**src/common/srs_consts.vh**
```
// Constants for the serial port status and rate select block.
// Assumes a 32-bit register bus with byte addresses in the low eight bits.
`ifndef SRS_CONSTS_VH
`define SRS_CONSTS_VH

// Register byte offsets.
`define SRS_OFF_CONTROL 8'hC0
`define SRS_OFF_STATUS 8'hC4
`define SRS_OFF_DATA 8'hC8
`define SRS_OFF_IRQ_STATUS 8'hCC
`define SRS_OFF_IRQ_MASK 8'hD0

// Control register fields and reset value.
`define SRS_CTL_RATE2 7
`define SRS_CTL_ENABLE 6
`define SRS_CTL_SS_DISABLE 5
`define SRS_CTL_MASTER 4
`define SRS_CTL_CPOL 3
`define SRS_CTL_CPHA 2
`define SRS_CTL_RATE1 1
`define SRS_CTL_RATE0 0
`define SRS_CONTROL_RESET 8'h14

// Status register fields; interrupt status and mask share this layout.
`define SRS_ST_DONE 7
`define SRS_ST_COLLISION 6
`define SRS_ST_SLAVE_ERROR 5
`define SRS_ST_MODE_FAULT 4

// Timing counts: bits per byte and the largest rate code in use.
`define SRS_BITS_PER_BYTE 4'h8
`define SRS_RATE_MAX 3'h6

`endif

```
**src/rtl/srs_rate_div.v**
```verilog
// Serial clock rate divider: emits one tick per half serial clock period.
// Assumes run is a level from the same clock domain.
`timescale 1ns/10ps
`include "srs_consts.vh"

module srs_rate_div #(
    parameter CW = 6
) (
    input wire clk,
    input wire rst,
    input wire run,
    input wire [2:0] rate,
    output wire tick
);
    reg [CW-1:0] count;
    wire [2:0] code;
    wire [CW-1:0] half_m1;

    // Code 111 is invalid; it is held to the slowest valid rate.
    assign code = (rate > `SRS_RATE_MAX) ? `SRS_RATE_MAX : rate;
    // Half period is 2 to the power of the code, so the full period is
    // 2, 4, 8, 16, 32, 64 or 128 clocks.
    assign half_m1 = ({{(CW-1){1'b0}}, 1'b1} << code) - {{(CW-1){1'b0}}, 1'b1};
    assign tick = run && (count == half_m1);

    always @(posedge clk) begin
        if (rst || !run || tick) begin
            count <= {CW{1'b0}};
        end else begin
            count <= count + {{(CW-1){1'b0}}, 1'b1};
        end
    end
endmodule // srs_rate_div

```
**src/rtl/srs_spi.v**
```verilog
// Serial port with status flags, rate select and an APB register slave.
// Assumes a single clock; pins from the link are synchronised here.
//
// Chosen here: register access over APB.
`timescale 1ns/10ps
`include "srs_consts.vh"

// Summary of operation
// - Rate code 101 divides the clock by 64, 110 by 128; 111 invalid.
// - Rate codes 000 to 100 divide the clock by 2, 4, 8, 16, 32.
// - Control register resets to 0001 0100; only whole-register access.
// - Status holds transfer done, write collision, slave error and mode fault flags.
// - Done flag bit 7 sets at byte end, clears at start or sequence.
// - Collision flag bit 6 sets on collision, clears by the sequence.
// - Slave error bit 5 sets on early deselect; clears when disabled.
// - Mode fault bit 4 follows a bad select level or the sequence.
module srs_spi (
    input wire CLOCK,
    input wire RESET,
    input wire PSEL,
    input wire PENABLE,
    input wire PWRITE,
    input wire [7:0] PADDR,
    input wire [31:0] PWDATA,
    output reg [31:0] PRDATA,
    output wire PREADY,
    output wire PSLVERR,
    output reg IRQ,
    input wire SCK_IN,
    output wire SCK_OUT,
    output wire SCK_OE_N,
    input wire MOSI_IN,
    output wire MOSI_OUT,
    output wire MOSI_OE_N,
    input wire MISO_IN,
    output wire MISO_OUT,
    output wire MISO_OE_N,
    input wire SS_N_IN
);
    // Register state.
    reg [7:0] spi_control;
    reg [7:0] irq_status;
    reg [7:0] irq_mask;
    reg [7:0] rx_buf;
    reg transfer_done_flag;
    reg write_collision_flag;
    reg slave_select_error_flag;
    reg mode_fault_flag;
    reg seq_armed;
    reg fault_d;

    // Shift engine state.
    reg [7:0] shreg;
    reg [7:0] rx_sh;
    reg [3:0] bit_cnt;
    reg busy;
    reg sck_lvl;
    reg out_bit;

    // Pin synchronisers: bit 0 sck, 1 ss, 2 mosi, 3 miso.
    reg [3:0] pin_s1;
    reg [3:0] pin_s2;
    reg sck_prev;
    reg ss_prev;
    wire [3:0] pins;

    assign pins = {MISO_IN, MOSI_IN, SS_N_IN, SCK_IN};

    genvar gi;
    generate
        for (gi = 0; gi < 4; gi = gi + 1) begin : g_sync
            always @(posedge CLOCK) begin
                if (RESET) begin
                    pin_s1[gi] <= 1'b1;
                    pin_s2[gi] <= 1'b1;
                end else begin
                    pin_s1[gi] <= pins[gi];
                    pin_s2[gi] <= pin_s1[gi];
                end
            end
        end
    endgenerate

    always @(posedge CLOCK) begin
        if (RESET) begin
            sck_prev <= 1'b1;
            ss_prev <= 1'b1;
        end else begin
            sck_prev <= pin_s2[0];
            ss_prev <= pin_s2[1];
        end
    end

    // Bus decode.
    wire setup_ph;
    wire acc;
    wire wr;
    wire rd;
    wire hit_ctl;
    wire hit_st;
    wire hit_data;
    wire hit_ist;
    wire hit_imask;
    wire mapped;

    assign setup_ph = PSEL && !PENABLE;
    assign acc = PSEL && PENABLE;
    assign wr = acc && PWRITE;
    assign rd = acc && !PWRITE;
    assign hit_ctl = (PADDR == `SRS_OFF_CONTROL);
    assign hit_st = (PADDR == `SRS_OFF_STATUS);
    assign hit_data = (PADDR == `SRS_OFF_DATA);
    assign hit_ist = (PADDR == `SRS_OFF_IRQ_STATUS);
    assign hit_imask = (PADDR == `SRS_OFF_IRQ_MASK);
    assign mapped = hit_ctl || hit_st || hit_data || hit_ist || hit_imask;
    assign PREADY = 1'b1;
    assign PSLVERR = acc && !mapped;

    // Mode decode from the control register.
    wire en;
    wire m_mode;
    wire s_mode;
    wire cpol;
    wire cpha;
    wire [2:0] rate;

    assign en = spi_control[`SRS_CTL_ENABLE];
    assign m_mode = en && spi_control[`SRS_CTL_MASTER];
    assign s_mode = en && !spi_control[`SRS_CTL_MASTER];
    assign cpol = spi_control[`SRS_CTL_CPOL];
    assign cpha = spi_control[`SRS_CTL_CPHA];
    assign rate = {spi_control[`SRS_CTL_RATE2],
                   spi_control[`SRS_CTL_RATE1],
                   spi_control[`SRS_CTL_RATE0]};

    // Rate tick.
    wire tick;

    srs_rate_div #(
        .CW(6)
    ) u_div (
        .clk(CLOCK),
        .rst(RESET),
        .run(busy && m_mode),
        .rate(rate),
        .tick(tick)
    );

    // Edge events for both roles.
    wire selected;
    wire ss_fall;
    wire ss_rise;
    wire sck_chg;
    wire lead;
    wire trail;
    wire sample;
    wire shift_ev;
    wire rx_in;
    wire data_wr;
    wire data_acc;
    wire busy_any;
    wire start;
    wire wr_coll;
    wire [3:0] cnt_inc;
    wire m_done;
    wire s_done;
    wire done;
    wire seq_clear;
    wire fault_cond;
    wire slave_select_error_flag_set;
    wire mode_fault_flag_set;
    wire [7:0] rx_next;

    assign selected = s_mode && !pin_s2[1];
    assign ss_fall = s_mode && ss_prev && !pin_s2[1];
    assign ss_rise = pin_s2[1] && !ss_prev;
    assign sck_chg = pin_s2[0] != sck_prev;
    assign lead = m_mode ? (busy && tick && (sck_lvl == cpol))
                         : (selected && sck_chg && (pin_s2[0] != cpol));
    assign trail = m_mode ? (busy && tick && (sck_lvl != cpol))
                          : (selected && sck_chg && (pin_s2[0] == cpol));
    assign sample = cpha ? trail : lead;
    assign shift_ev = cpha ? lead : trail;
    assign rx_in = m_mode ? pin_s2[3] : pin_s2[2];
    assign data_wr = wr && hit_data;
    assign data_acc = acc && hit_data;
    assign busy_any = m_mode ? busy : (bit_cnt != 4'h0);
    assign start = m_mode && data_wr && !busy;
    assign wr_coll = data_wr && en && busy_any;
    assign cnt_inc = bit_cnt + {3'h0, sample};
    assign m_done = m_mode && trail && (cnt_inc == `SRS_BITS_PER_BYTE);
    assign s_done = s_mode && sample
                    && (cnt_inc == `SRS_BITS_PER_BYTE);
    assign done = m_done || s_done;
    assign rx_next = sample ? {rx_sh[6:0], rx_in} : rx_sh;
    assign seq_clear = seq_armed && data_acc;
    assign fault_cond = m_mode && !spi_control[`SRS_CTL_SS_DISABLE]
                        && !pin_s2[1];
    assign mode_fault_flag_set = fault_cond && !fault_d;
    assign slave_select_error_flag_set = s_mode && ss_rise && (bit_cnt != 4'h0);

    // Shift engine.
    always @(posedge CLOCK) begin
        if (RESET) begin
            shreg <= 8'h00;
            rx_sh <= 8'h00;
            rx_buf <= 8'h00;
            bit_cnt <= 4'h0;
            busy <= 1'b0;
            sck_lvl <= 1'b0;
            out_bit <= 1'b0;
        end else if (!en) begin
            busy <= 1'b0;
            bit_cnt <= 4'h0;
            sck_lvl <= cpol;
        end else if (start) begin
            busy <= 1'b1;
            bit_cnt <= 4'h0;
            sck_lvl <= cpol;
            if (!cpha) begin
                out_bit <= PWDATA[7];
                shreg <= {PWDATA[6:0], 1'b0};
            end else begin
                shreg <= PWDATA[7:0];
            end
        end else begin
            if (s_mode && data_wr && !busy_any) begin
                shreg <= PWDATA[7:0];
            end
            if (m_mode && tick) begin
                sck_lvl <= ~sck_lvl;
            end
            // Select fall starts a phase-zero slave byte.
            if (ss_fall && !cpha) begin
                out_bit <= shreg[7];
                shreg <= {shreg[6:0], 1'b0};
                bit_cnt <= 4'h0;
            end else if (shift_ev && !done) begin
                out_bit <= shreg[7];
                shreg <= {shreg[6:0], 1'b0};
            end
            if (sample) begin
                rx_sh <= rx_next;
                bit_cnt <= cnt_inc;
            end
            if (done) begin
                rx_buf <= rx_next;
                busy <= 1'b0;
                bit_cnt <= 4'h0;
            end else if (s_mode && ss_rise) begin
                bit_cnt <= 4'h0;
            end
        end
    end

    // Status flags; a set in the same cycle beats a clear.
    always @(posedge CLOCK) begin
        if (RESET) begin
            transfer_done_flag <= 1'b0;
            write_collision_flag <= 1'b0;
            slave_select_error_flag <= 1'b0;
            mode_fault_flag <= 1'b0;
            fault_d <= 1'b0;
            seq_armed <= 1'b0;
        end else begin
            fault_d <= fault_cond;
            if (done) begin
                transfer_done_flag <= 1'b1;
            end else if (start || seq_clear) begin
                transfer_done_flag <= 1'b0;
            end
            if (wr_coll) begin
                write_collision_flag <= 1'b1;
            end else if (seq_clear) begin
                write_collision_flag <= 1'b0;
            end
            if (slave_select_error_flag_set) begin
                slave_select_error_flag <= 1'b1;
            end else if (!en) begin
                slave_select_error_flag <= 1'b0;
            end
            if (mode_fault_flag_set) begin
                mode_fault_flag <= 1'b1;
            end else if (!fault_cond || seq_clear) begin
                mode_fault_flag <= 1'b0;
            end
            // Arm on status read, disarm on data access.
            if (rd && hit_st) begin
                seq_armed <= 1'b1;
            end else if (data_acc) begin
                seq_armed <= 1'b0;
            end
        end
    end

    // Software registers and interrupt.
    wire [7:0] events;
    wire [7:0] status_rd;

    assign events = {done, wr_coll, slave_select_error_flag_set, mode_fault_flag_set, 4'h0};
    // Status view, reserved bits read zero.
    assign status_rd = {transfer_done_flag, write_collision_flag,
                        slave_select_error_flag, mode_fault_flag, 4'h0};

    always @(posedge CLOCK) begin
        if (RESET) begin
            spi_control <= `SRS_CONTROL_RESET;
            irq_status <= 8'h00;
            irq_mask <= 8'h00;
            IRQ <= 1'b0;
        end else begin
            if (wr && hit_ctl) begin
                spi_control <= PWDATA[7:0];
            end
            if (wr && hit_imask) begin
                irq_mask <= PWDATA[7:0] & 8'hF0;
            end
            if (wr && hit_ist) begin
                irq_status <= (irq_status & ~PWDATA[7:0]) | events;
            end else begin
                irq_status <= irq_status | events;
            end
            IRQ <= |(irq_status & irq_mask);
        end
    end

    // Read data captured in the setup phase.
    always @(posedge CLOCK) begin
        if (RESET) begin
            PRDATA <= 32'h0000_0000;
        end else if (setup_ph) begin
            if (hit_ctl) begin
                PRDATA <= {24'h00_0000, spi_control};
            end else if (hit_st) begin
                PRDATA <= {24'h00_0000, status_rd};
            end else if (hit_data) begin
                PRDATA <= {24'h00_0000, rx_buf};
            end else if (hit_ist) begin
                PRDATA <= {24'h00_0000, irq_status};
            end else if (hit_imask) begin
                PRDATA <= {24'h00_0000, irq_mask};
            end else begin
                PRDATA <= 32'h0000_0000;
            end
        end
    end

    // Pin drivers; enables are low while driving.
    assign SCK_OUT = sck_lvl;
    assign SCK_OE_N = !m_mode;
    assign MOSI_OUT = out_bit;
    assign MOSI_OE_N = !m_mode;
    assign MISO_OUT = out_bit;
    assign MISO_OE_N = !selected;
endmodule // srs_spi

```
**config.mk**
```make
export PLATFORM = sky130hd
export DESIGN_NAME = srs_spi
export DESIGN_NICKNAME = d
export VERILOG_FILES = /design/src/rtl/srs_rate_div.v /design/src/rtl/srs_spi.v
export VERILOG_INCLUDE_DIRS = /design/src /design/src/common
export SDC_FILE = /design/constraint.sdc
export NUM_CORES = 1
export LEC_CHECK = 0
export BUFFER_PORTS_ARGS = -buffer_cell sky130_fd_sc_hd__buf_2
export CAP_MARGIN = 30
export CORE_MARGIN = 5
export CORE_UTILIZATION = 49
export DETAILED_ROUTE_END_ITERATION = 10
export HOLD_SLACK_MARGIN = 0.12
export PLACE_DENSITY_LB_ADDON = 0.15
export SLEW_MARGIN = 10
export SYNTH_ARGS = -nofsm -noshare
export SYNTH_HDL_FRONTEND = slang
export SYNTH_SLANG_ARGS = --single-unit
```
**constraint.sdc**
```tcl
create_clock -name CLOCK -period 3.25 [get_ports CLOCK]
set_input_delay 0.325 -clock CLOCK [delete_from_list [all_inputs] [get_ports CLOCK]]
set_output_delay 0.325 -clock CLOCK [all_outputs]
set_load 0.05 [all_outputs]
```
==> results of run 1 <==
## cells by family (layout without fill, tap and decap cells)
kind of cell    Yosys count  count (layout)  share of synthesized area [%]
compound gates          102             102                           17.3
xor+xnor                  8               8                           1.71
fa+ha+maj                 4               4                           1.22
buf+inv                  76             108                           10.3
flops                    82              82                           40.0
mux                      33              33                           8.33
other cells               2              25                          0.183
simple gates            168             168                           20.9
## flip-flops by register name, indices dropped and copies added, names as in the netlist, 4 cells and up
register,cells
shreg,8
irq_status,8
spi_control,8
pin_s1,4
rx_buf,8
irq_mask,4
u_div.count,6
bit_cnt,4
pin_s2,4
rx_sh,8
PRDATA,8
## per-stage QoR
stage	setup slack (ps)	std cells
final	-11.0	635
after global routing	-171	635
after CTS	19.9	630
after detailed placement	-196	613
after global placement	-108	613
after floorplan	-103	498
## area by class of cell
cell class / count / area share [%]
timing repair buffer: 72 / 10.6
sequential: 82 / 33.8
clock inverter: 6 / 1.87
clock buffer: 10 / 2.61
multi-input combinational: 340 / 47.0
tap: 105 / 2.69
inverter: 20 / 1.54
## where the power goes
group	leakage, nW	internal (mW)	total [mW]	switching (mW)
Sequential	0.665	1.01	1.01	0.00333
Clock	0.0987	0.434	0.814	0.380
Combinational	1.15	0.0287	0.156	0.127
Total	1.91	1.47	1.98	0.510
## layer usage
layer  share of wire (%)  GRT usage [%]  vias to the layer above
li1                    -              -                     1712
met1                  45           24.7                     1626
met2                  48           30.1                       94
met3                 5.1           3.10                       14
met4                 1.5           7.67                        0
met5                   0              0                        -
## how the worst max path moves through the flow
stage                    from       end  slack [ps]  cells past startpoint
6_report       spi_control[7]  shreg[3]         -10                     15
5_1_grt        spi_control[7]  shreg[1]        -170                     15
4_1_cts        spi_control[7]  shreg[4]          20                     14
3_5_place_dp   spi_control[7]  shreg[4]        -200                     15
3_3_place_gp   spi_control[7]  shreg[3]        -110                     15
2_1_floorplan  spi_control[7]  shreg[3]        -100                     18
## cell usage after synthesis, drive strengths merged (3+ instances only)
master and n:
nor3 15, xor2 4, inv 20, a211oi 13, nor2 57, nor4 5
nand3 9, mux2i 24, nor3b 3, ha 4, a31oi 3, mux2 9
nor2b 5, and3 3, clkbuf 17, a22oi 13, a221oi 7, nand2b 13
a21oi 44, nand2 28, or2 11, xnor2 4, or3 5, o21ai 7
buf 39, nand3b 4, dfxtp 82
## worst reg2reg max path, cell delays in order (launching register included)
cell       delay, ps
dfxtp_4          370
xor2_1           170
o32ai_2          270
o221ai_2         210
a211oi_4         270
o32a_1           260
ha_4             200
nand2_4           60
xnor2_2          130
a31oi_1          190
nor3b_2           80
and2_1           150
or3_4            370
clkbuf_16        180
a21oi_4          140
a221oi_2          70
## repair_timing
action | CTS | global route
gates cloned | 0 | 2
gates resized for setup | 3 | 27
setup endpoints to repair | 19 | 22
buffers inserted | 1 | 3
pin swaps | 2 | 16
==> results.py, run 1 <==
metrics = {
    "floorplan": {
        "initial_utilization_pct": 50.2,
        "fp.dieH_um": 101,
        "num_rows": 33,
        "die-area_sq_um": 10300,
        "ios": 90,
        "die_w_um": 101,
        "core_sq_um": 8180,
    },
    "synthesis": {
        "synth_top_area_cell": "dfxtp_1",
        "synth_flop_cell": "dfxtp_1",
        "synthesis.area_sq_um": 4100,
        "yosysWarnings": 0,
        "synth_seq_cells": 82,
        "synth_edf_count": 0,
        "yosysUniqueCellTypes": 60,
        "synth.avg_cell_area_sq_um": 8.63,
        "synthTopCellsByArea": "dfxtp_1, mux2i_1, a21oi_1, buf_4, nor2_1",
        "synth-seq-area-share_pct": 40.0,
        "synthCells": 475,
        "synth_top_area_share_pct": 40.0,
        "synthArstFlopShare_pct": 0,
    },
    "clock_tree": {
        "tritoncts": "yes",
        "cts_buffers": 9,
        "htree_levels": 3,
        "ctsRootBufferMaster": "clkbuf_8",
        "ctsHoldBuffers": 0,
        "clkLatencyLatePin_ps": 360,
        "clk_transition_reported_paths_ps": 80,
        "cts.sinks": 82,
        "ctsLongestPathBuffers": 2,
    },
    "timing": {
        "fin_ws_ps": -11.0,
        "final.setup.tns_ps": -27.7,
        "slew_violations": 0,
        "hold_viol": 0,
        "max_clock_freq_mhz": 307,
        "period_share_pct": 100,
        "tightest_slew_ps": 860,
        "setup_viol": 3,
        "final.setup_skew_ps": 14.7,
        "holdWs_ps": 150,
        "period_minus_slack_ps": 3260,
        "rsz0062_at_grt": "true",
        "slew_headroom_pct": 42.2,
    },
    "finish": {
        "final_common_cell": "dfxtp_1",
        "n_antenna_cell": 0,
        "multi_input_area_sq_um": 2300,
        "final_cell_mix": "dfxtp_1, nor2_1, buf_2",
        "layout.nets": 578,
        "drive_above_1_share_pct": 27.9,
        "register_area_sq_um": 1650,
        "final_area_sq_um": 4890,
        "final_core_util_pct": 59.8,
        "area_delta_synth_final_pct": 19.1,
        "num-fill-cells": 736,
    },
    "power_and_ir_drop": {
        "ir_drop_mv": 0.178,
        "total_power_mw": 1.98,
        "p_leak_nw": 1.91,
        "p_per_area_nw_per_um2": 406,
    },
    "global_route": {
        "grt_pass1_wl_mm": 15.2,
        "overflow": 0,
        "grt_pass1_vias": 3202,
        "grt_usage_pct": 18.6,
        "antenna_found_initial": 0,
        "grt_max_degree": 65,
    },
    "setup_path": {
        "r2r_cells": 15,
        "cp_num_buf_inv": 1,
        "end_kind": "flop",
        "start_kind": "flop",
        "critical_path.max_stage_delay_ps": 370,
        "cp.required_ps": 3450,
        "worstReg2RegStart": "spi_control[7]",
        "rr_endpoint": "shreg[3]",
        "ff2ff_setup_slack_ps": -10,
        "crit_chain": "xor2_1, o32ai_2, o221ai_2, a211oi_4, o32a_1, ha_4, nand2_4, xnor2_2, a31oi_1, nor3b_2, and2_1, or3_4, clkbuf_16, a21oi_4, a221oi_2",
        "path_class": "reg -> reg",
        "crit_fanout": 6,
        "cp_slowest_cell": "dfxtp_4",
        "arrival_ps": 3460,
        "crit_family": "compound AO/OA/AOI/OAI gates",
    },
    "hold_path": {
        "min_path_type": "in -> reg",
        "hold-path-cell-count": 2,
        "worst_hold_path.endpoint": "pin_s1[2]",
        "hold_start": "MOSI_IN",
    },
    "placed_design": {
        "place_area_sq_um": 4450,
        "port_buffers": 40,
        "place.gp.congestion": 0.859,
        "dp_hpwl_mm": 6.84,
    },
    "routing": {
        "post_drt_via_cell_ratio": 5.43,
        "routedWlPerCell_um": 15.3,
        "drt_wl_total_mm": 9.69,
        "routed-via-count": 3446,
        "dr.pass1.iters": 4,
        "antenna_left": 0,
        "drc_errors": 0,
        "drtIter0Drc": 209,
    },
    "status": {
        "violations": "negative setup slack",
        "status": "finished, violations left",
    },
    "flow_run": {
        "maxCapViolCount": 0,
    },
}
No activity file was read; power rests on OpenSTA's default activity.
==> inputs of run 2 (changes only) <==
Settings changed: CAP_MARGIN 30 to not set, CORE_UTILIZATION 49 to 45.
==> run 2 against run 1 <==
The run now ends clean. Clock power up 0.5%. Final cell count up 0.31%. Sequential power about the same. Setup slack better by 13 ps.
==> results.py, run 2 (synthesized netlist as in run 1, its figures left out) <==
metrics = {
    "setup_path": {
        "cp_num_buf_inv": 1,
        "path_class": "reg -> reg",
        "start_kind": "flop",
        "crit_fanout": 16,
        "crit_chain": "nand2b_1, and4b_1, o21ai_4, a211oi_4, o32a_1, ha_4, ha_4, nor3b_2, a31oi_1, nor3b_2, and2_4, o31a_1, buf_12, a21oi_1, a221oi_1",
        "r2r_cells": 15,
        "arrival_ps": 3490,
        "crit_family": "compound AO/OA/AOI/OAI gates",
        "cp.depth": 15,
        "cp.required_ps": 3490,
        "cp_slowest_cell": "dfxtp_4",
        "critical_path.max_stage_delay_ps": 390,
        "end_kind": "flop",
    },
    "clock_tree": {
        "tritoncts": "yes",
        "htree_levels": 3,
        "clk_transition_reported_paths_ps": 90,
        "clkLatencyLatePin_ps": 350,
        "ctsLongestPathBuffers": 2,
        "cts_buffers": 9,
        "ctsRootBufferMaster": "clkbuf_8",
        "cts.sinks": 82,
    },
    "power_and_ir_drop": {
        "p_per_area_nw_per_um2": 412,
        "p_leak_nw": 1.89,
        "total_power_mw": 1.99,
        "ir_drop_mv": 0.236,
    },
    "timing": {
        "fin_ws_ps": 2.22,
        "rsz0062_at_grt": "true",
        "setup_viol": 0,
        "slew_violations": 0,
        "holdWs_ps": 155,
        "hold_viol": 0,
        "tightest_slew_ps": 764,
        "final.setup_skew_ps": 10.4,
        "period_minus_slack_ps": 3250,
        "max_clock_freq_mhz": 308,
        "slew_headroom_pct": 48.6,
        "period_share_pct": 99.9,
    },
    "finish": {
        "drive_above_1_share_pct": 25.9,
        "final_cell_mix": "dfxtp_1, nor2_1, a21oi_1, buf_2, nand2_1",
        "layout.nets": 577,
        "final_common_cell": "dfxtp_1",
        "area_delta_synth_final_pct": 17.6,
        "n_antenna_cell": 0,
    },
    "global_route": {
        "grt_usage_pct": 17.5,
        "grt_max_degree": 66,
        "grt_pass1_vias": 3308,
        "grt_pass1_wl_mm": 15.8,
        "antenna_found_initial": 0,
        "overflow": 0,
    },
    "placed_design": {
        "place.gp.congestion": 0.878,
        "dp_hpwl_mm": 7.07,
        "pre_cts_ws_ps": -289,
        "port_buffers": 40,
    },
    "hold_path": {
        "hold-path-cell-count": 2,
        "min_path_type": "in -> reg",
    },
    "routing": {
        "drc_errors": 0,
        "post_drt_via_cell_ratio": 5.37,
        "drtIter0Drc": 168,
        "dr.pass1.iters": 5,
        "routedWlPerCell_um": 15.3,
        "antenna_left": 0,
        "drt_wl_total_mm": 9.75,
        "routed-via-count": 3423,
    },
    "floorplan": {
        "initial_utilization_pct": 46.6,
        "die-area_sq_um": 11100,
        "die_w_um": 105,
        "fp.dieH_um": 105,
        "core_sq_um": 8810,
        "num_rows": 34,
        "ios": 90,
    },
    "flow_run": {
        "maxCapViolCount": 0,
    },
    "status": {
        "status": "completed",
    },
}
==> run 2: path summary, 6_finish.rpt <==
| check | start | end | slack (ps) |
|---|---|---|---|
| hold / removal | SCK_IN | pin_s1[0] | 160 |
| setup / recovery | spi_control[1] | shreg[5] | 2 |
| setup reg to reg | spi_control[1] | shreg[5] | 2 |
| hold reg to reg | pin_s1[1] | pin_s2[1] | 410 |
==> run 2: repair_timing <==
action | CTS | global route
endpoints found under the setup margin | 19 | 21
pin swaps | 3 | 6
resized for setup | 7 | 13
gates cloned | 0 | 1
buffers inserted | 1 | 5
hold buffers | 0 | 0
==> run 2: layer usage <==
| metal | vias to the layer above | part of all wire (%) | GRT usage, % |
|---|---|---|---|
| met2 | 85 | 47 | 28.7 |
| met4 | 0 | 2.5 | 7.31 |
| met5 | - | 0 | 0 |
| met3 | 21 | 4.9 | 2.87 |
| li1 | 1718 | - | - |
| met1 | 1599 | 46 | 22.7 |
==> run 2: stage by stage <==
stage	setup TNS [ps]	instance area [sq um]	cells	utilization (%)
6_report	0	4820	637	54.8
5_1_grt	-2070	4820	637	54.8
4_1_cts	-7.67	4690	631	53.3
3_5_place_dp	-2260	4440	614	50.4
3_3_place_gp	-1380	4440	614	50.4
2_1_floorplan	-1110	4270	498	-
==> run 2: final cells by class <==
| type | count | area, sq um |
|---|---|---|
| flip-flops and latches | 82 | 1650 |
| multi-input cells | 340 | 2240 |
| clock inverters | 7 | 101 |
| repair buffers | 71 | 499 |
| clock buffers | 9 | 124 |
| fillers | 818 | 3980 |
| well taps | 108 | 135 |
| inverters | 20 | 75.1 |
==> run 2: power by group <==
group          internal, mW  switching (mW)
sequential             1.01         0.00365
clock                 0.439           0.379
combinational        0.0284           0.126
total                  1.48           0.509
==> inputs of run 3 (changes only) <==
Settings changed: SETUP_SLACK_MARGIN set to 0.02.
==> run 3 against run 2 <==
Register-to-register slack about the same. Sequential share of layout area unchanged. Design area unchanged. Combinational power about the same. Final cell count unchanged. Critical endpoint is now shreg[7]. Largest power group unchanged.
==> results.py, run 3 (synthesized netlist as in run 1, its figures left out) <==
metrics = {
    "status": {
        "status": "completed",
    },
    "floorplan": {
        "die-area_sq_um": 11100,
        "die_w_um": 105,
        "ios": 90,
        "num_rows": 34,
        "initial_utilization_pct": 46.6,
        "fp.dieH_um": 105,
        "core_sq_um": 8810,
    },
    "routing": {
        "drt_wl_total_mm": 9.78,
        "routedWlPerCell_um": 15.4,
        "drtIter0Drc": 158,
        "post_drt_via_cell_ratio": 5.37,
        "routed-via-count": 3419,
        "dr.pass1.iters": 5,
        "drc_errors": 0,
        "antenna_left": 0,
    },
    "timing": {
        "holdWs_ps": 155,
        "hold_viol": 0,
        "rsz0062_at_grt": "true",
        "slew_headroom_pct": 47.1,
        "period_minus_slack_ps": 3240,
        "slew_violations": 0,
        "max_clock_freq_mhz": 308,
        "tightest_slew_ps": 787,
        "final.setup_skew_ps": 10.7,
        "fin_ws_ps": 6.26,
        "period_share_pct": 99.8,
        "final.setup.tns_ps": 0,
        "setup_viol": 0,
    },
    "placed_design": {
        "dp_hpwl_mm": 7.07,
        "pre_cts_ws_ps": -289,
        "place.gp.congestion": 0.878,
        "port_buffers": 40,
        "place_area_sq_um": 4440,
    },
    "clock_tree": {
        "cts.sinks": 82,
        "htree_levels": 3,
        "cts_buffers": 9,
        "ctsRootBufferMaster": "clkbuf_8",
        "ctsLongestPathBuffers": 2,
        "clkLatencyLatePin_ps": 350,
        "tritoncts": "yes",
        "clk_transition_reported_paths_ps": 90,
        "ctsHoldBuffers": 0,
    },
    "setup_path": {
        "crit_fanout": 16,
        "cp.depth": 15,
        "worstReg2RegStart": "spi_control[7]",
        "rr_endpoint": "shreg[7]",
        "cp.required_ps": 3510,
        "crit_path_end": "shreg[7]",
        "crit_chain": "xor2_1, o32ai_2, o221ai_4, a211oi_2, o32a_1, ha_4, nand2_2, xnor2_1, a31oi_1, nor3b_2, and2_4, o31a_1, buf_12, buf_4, a221oi_2",
        "arrival_ps": 3500,
        "cp_slowest_cell": "dfxtp_4",
        "start_kind": "flop",
        "end_kind": "flop",
        "r2r_cells": 15,
        "crit_family": "compound AO/OA/AOI/OAI gates",
        "ff2ff_setup_slack_ps": 6,
        "crit_start": "spi_control[7]",
        "critical_path.max_stage_delay_ps": 380,
        "path_class": "reg -> reg",
        "cp_num_buf_inv": 2,
    },
    "finish": {
        "n_antenna_cell": 0,
        "layout.nets": 577,
        "drive_above_1_share_pct": 25.9,
        "final_core_util_pct": 54.8,
        "area_delta_synth_final_pct": 17.6,
        "final_area_sq_um": 4820,
        "final_cell_mix": "dfxtp_1, nor2_1, a21oi_1, buf_2, nand2_1",
        "final_common_cell": "dfxtp_1",
    },
    "global_route": {
        "grt_max_degree": 66,
        "grt_usage_pct": 17.5,
        "grt_pass1_wl_mm": 15.8,
        "grt_pass1_vias": 3308,
        "antenna_found_initial": 0,
        "overflow": 0,
    },
    "power_and_ir_drop": {
        "ir_drop_mv": 0.236,
        "p_leak_nw": 1.89,
        "p_per_area_nw_per_um2": 412,
    },
    "hold_path": {
        "min_path_type": "in -> reg",
    },
    "flow_run": {
        "maxCapViolCount": 0,
    },
}
[run 3: worst min-delay path by stage]
stage / cells past startpoint / end / start
4_1_cts: 2 / pin_s1[0] / SCK_IN
5_1_grt: 2 / pin_s1[0] / SCK_IN
2_1_floorplan: 1 / pin_s2[0] / pin_s1[0]
6_report: 2 / pin_s1[0] / SCK_IN
3_3_place_gp: 1 / pin_s2[2] / pin_s1[2]
3_5_place_dp: 1 / pin_s2[1] / pin_s1[1]
[run 3: metal layers]
layer / up-vias / global-route usage (%) / wire, um
met5: - / 0 / 0
met4: 0 / 7.31 / 221
met3: 19 / 2.87 / 494
met2: 87 / 28.7 / 4580
met1: 1597 / 22.7 / 4490
li1: 1716 / - / -
[run 3: cell type report]
cell class,instances,area [sq um]
clock buffer,9,124
fill,818,3980
clock inverter,7,101
inverter,20,75.1
sequential,82,1650
multi-input combinational,340,2240
tap,108,135
timing repair buffer,71,499
[run 3: worst reg2reg max path, stage by stage, from the launching register on]
cell and delay [ps]:
dfxtp_4 380, xor2_1 170, o32ai_2 270, o221ai_4 170, a211oi_2 200, o32a_1 270
ha_4 190, nand2_2 60, xnor2_1 120, a31oi_1 210, nor3b_2 100, and2_4 170
o31a_1 320, buf_12 170, buf_4 140, a221oi_2 230
[run 3: where the power goes]
part	switching (mW)	total [mW]	leakage, nW	internal, mW
clock network	0.380	0.820	0.106	0.439
registers	0.00365	1.01	0.665	1.01
logic	0.127	0.155	1.11	0.0284
[run 3: per-stage QoR]
| stage | std cells | power [mW] |
|---|---|---|
| finish | 637 | 1.99 |
| global route | 637 | 2.07 |
| CTS | 631 | 2.01 |
| detailed placement | 614 | 1.19 |
| global placement | 614 | 1.19 |
| floorplan | 498 | 1.18 |
[run 3: what timing repair did]
action / CTS / global route
setup endpoints to repair: 21 / 21
hold endpoints to repair: 0 / 0
cloned: 0 / 1
resized for setup: 7 / 13
pin swaps: 3 / 6
buffers inserted: 1 / 5
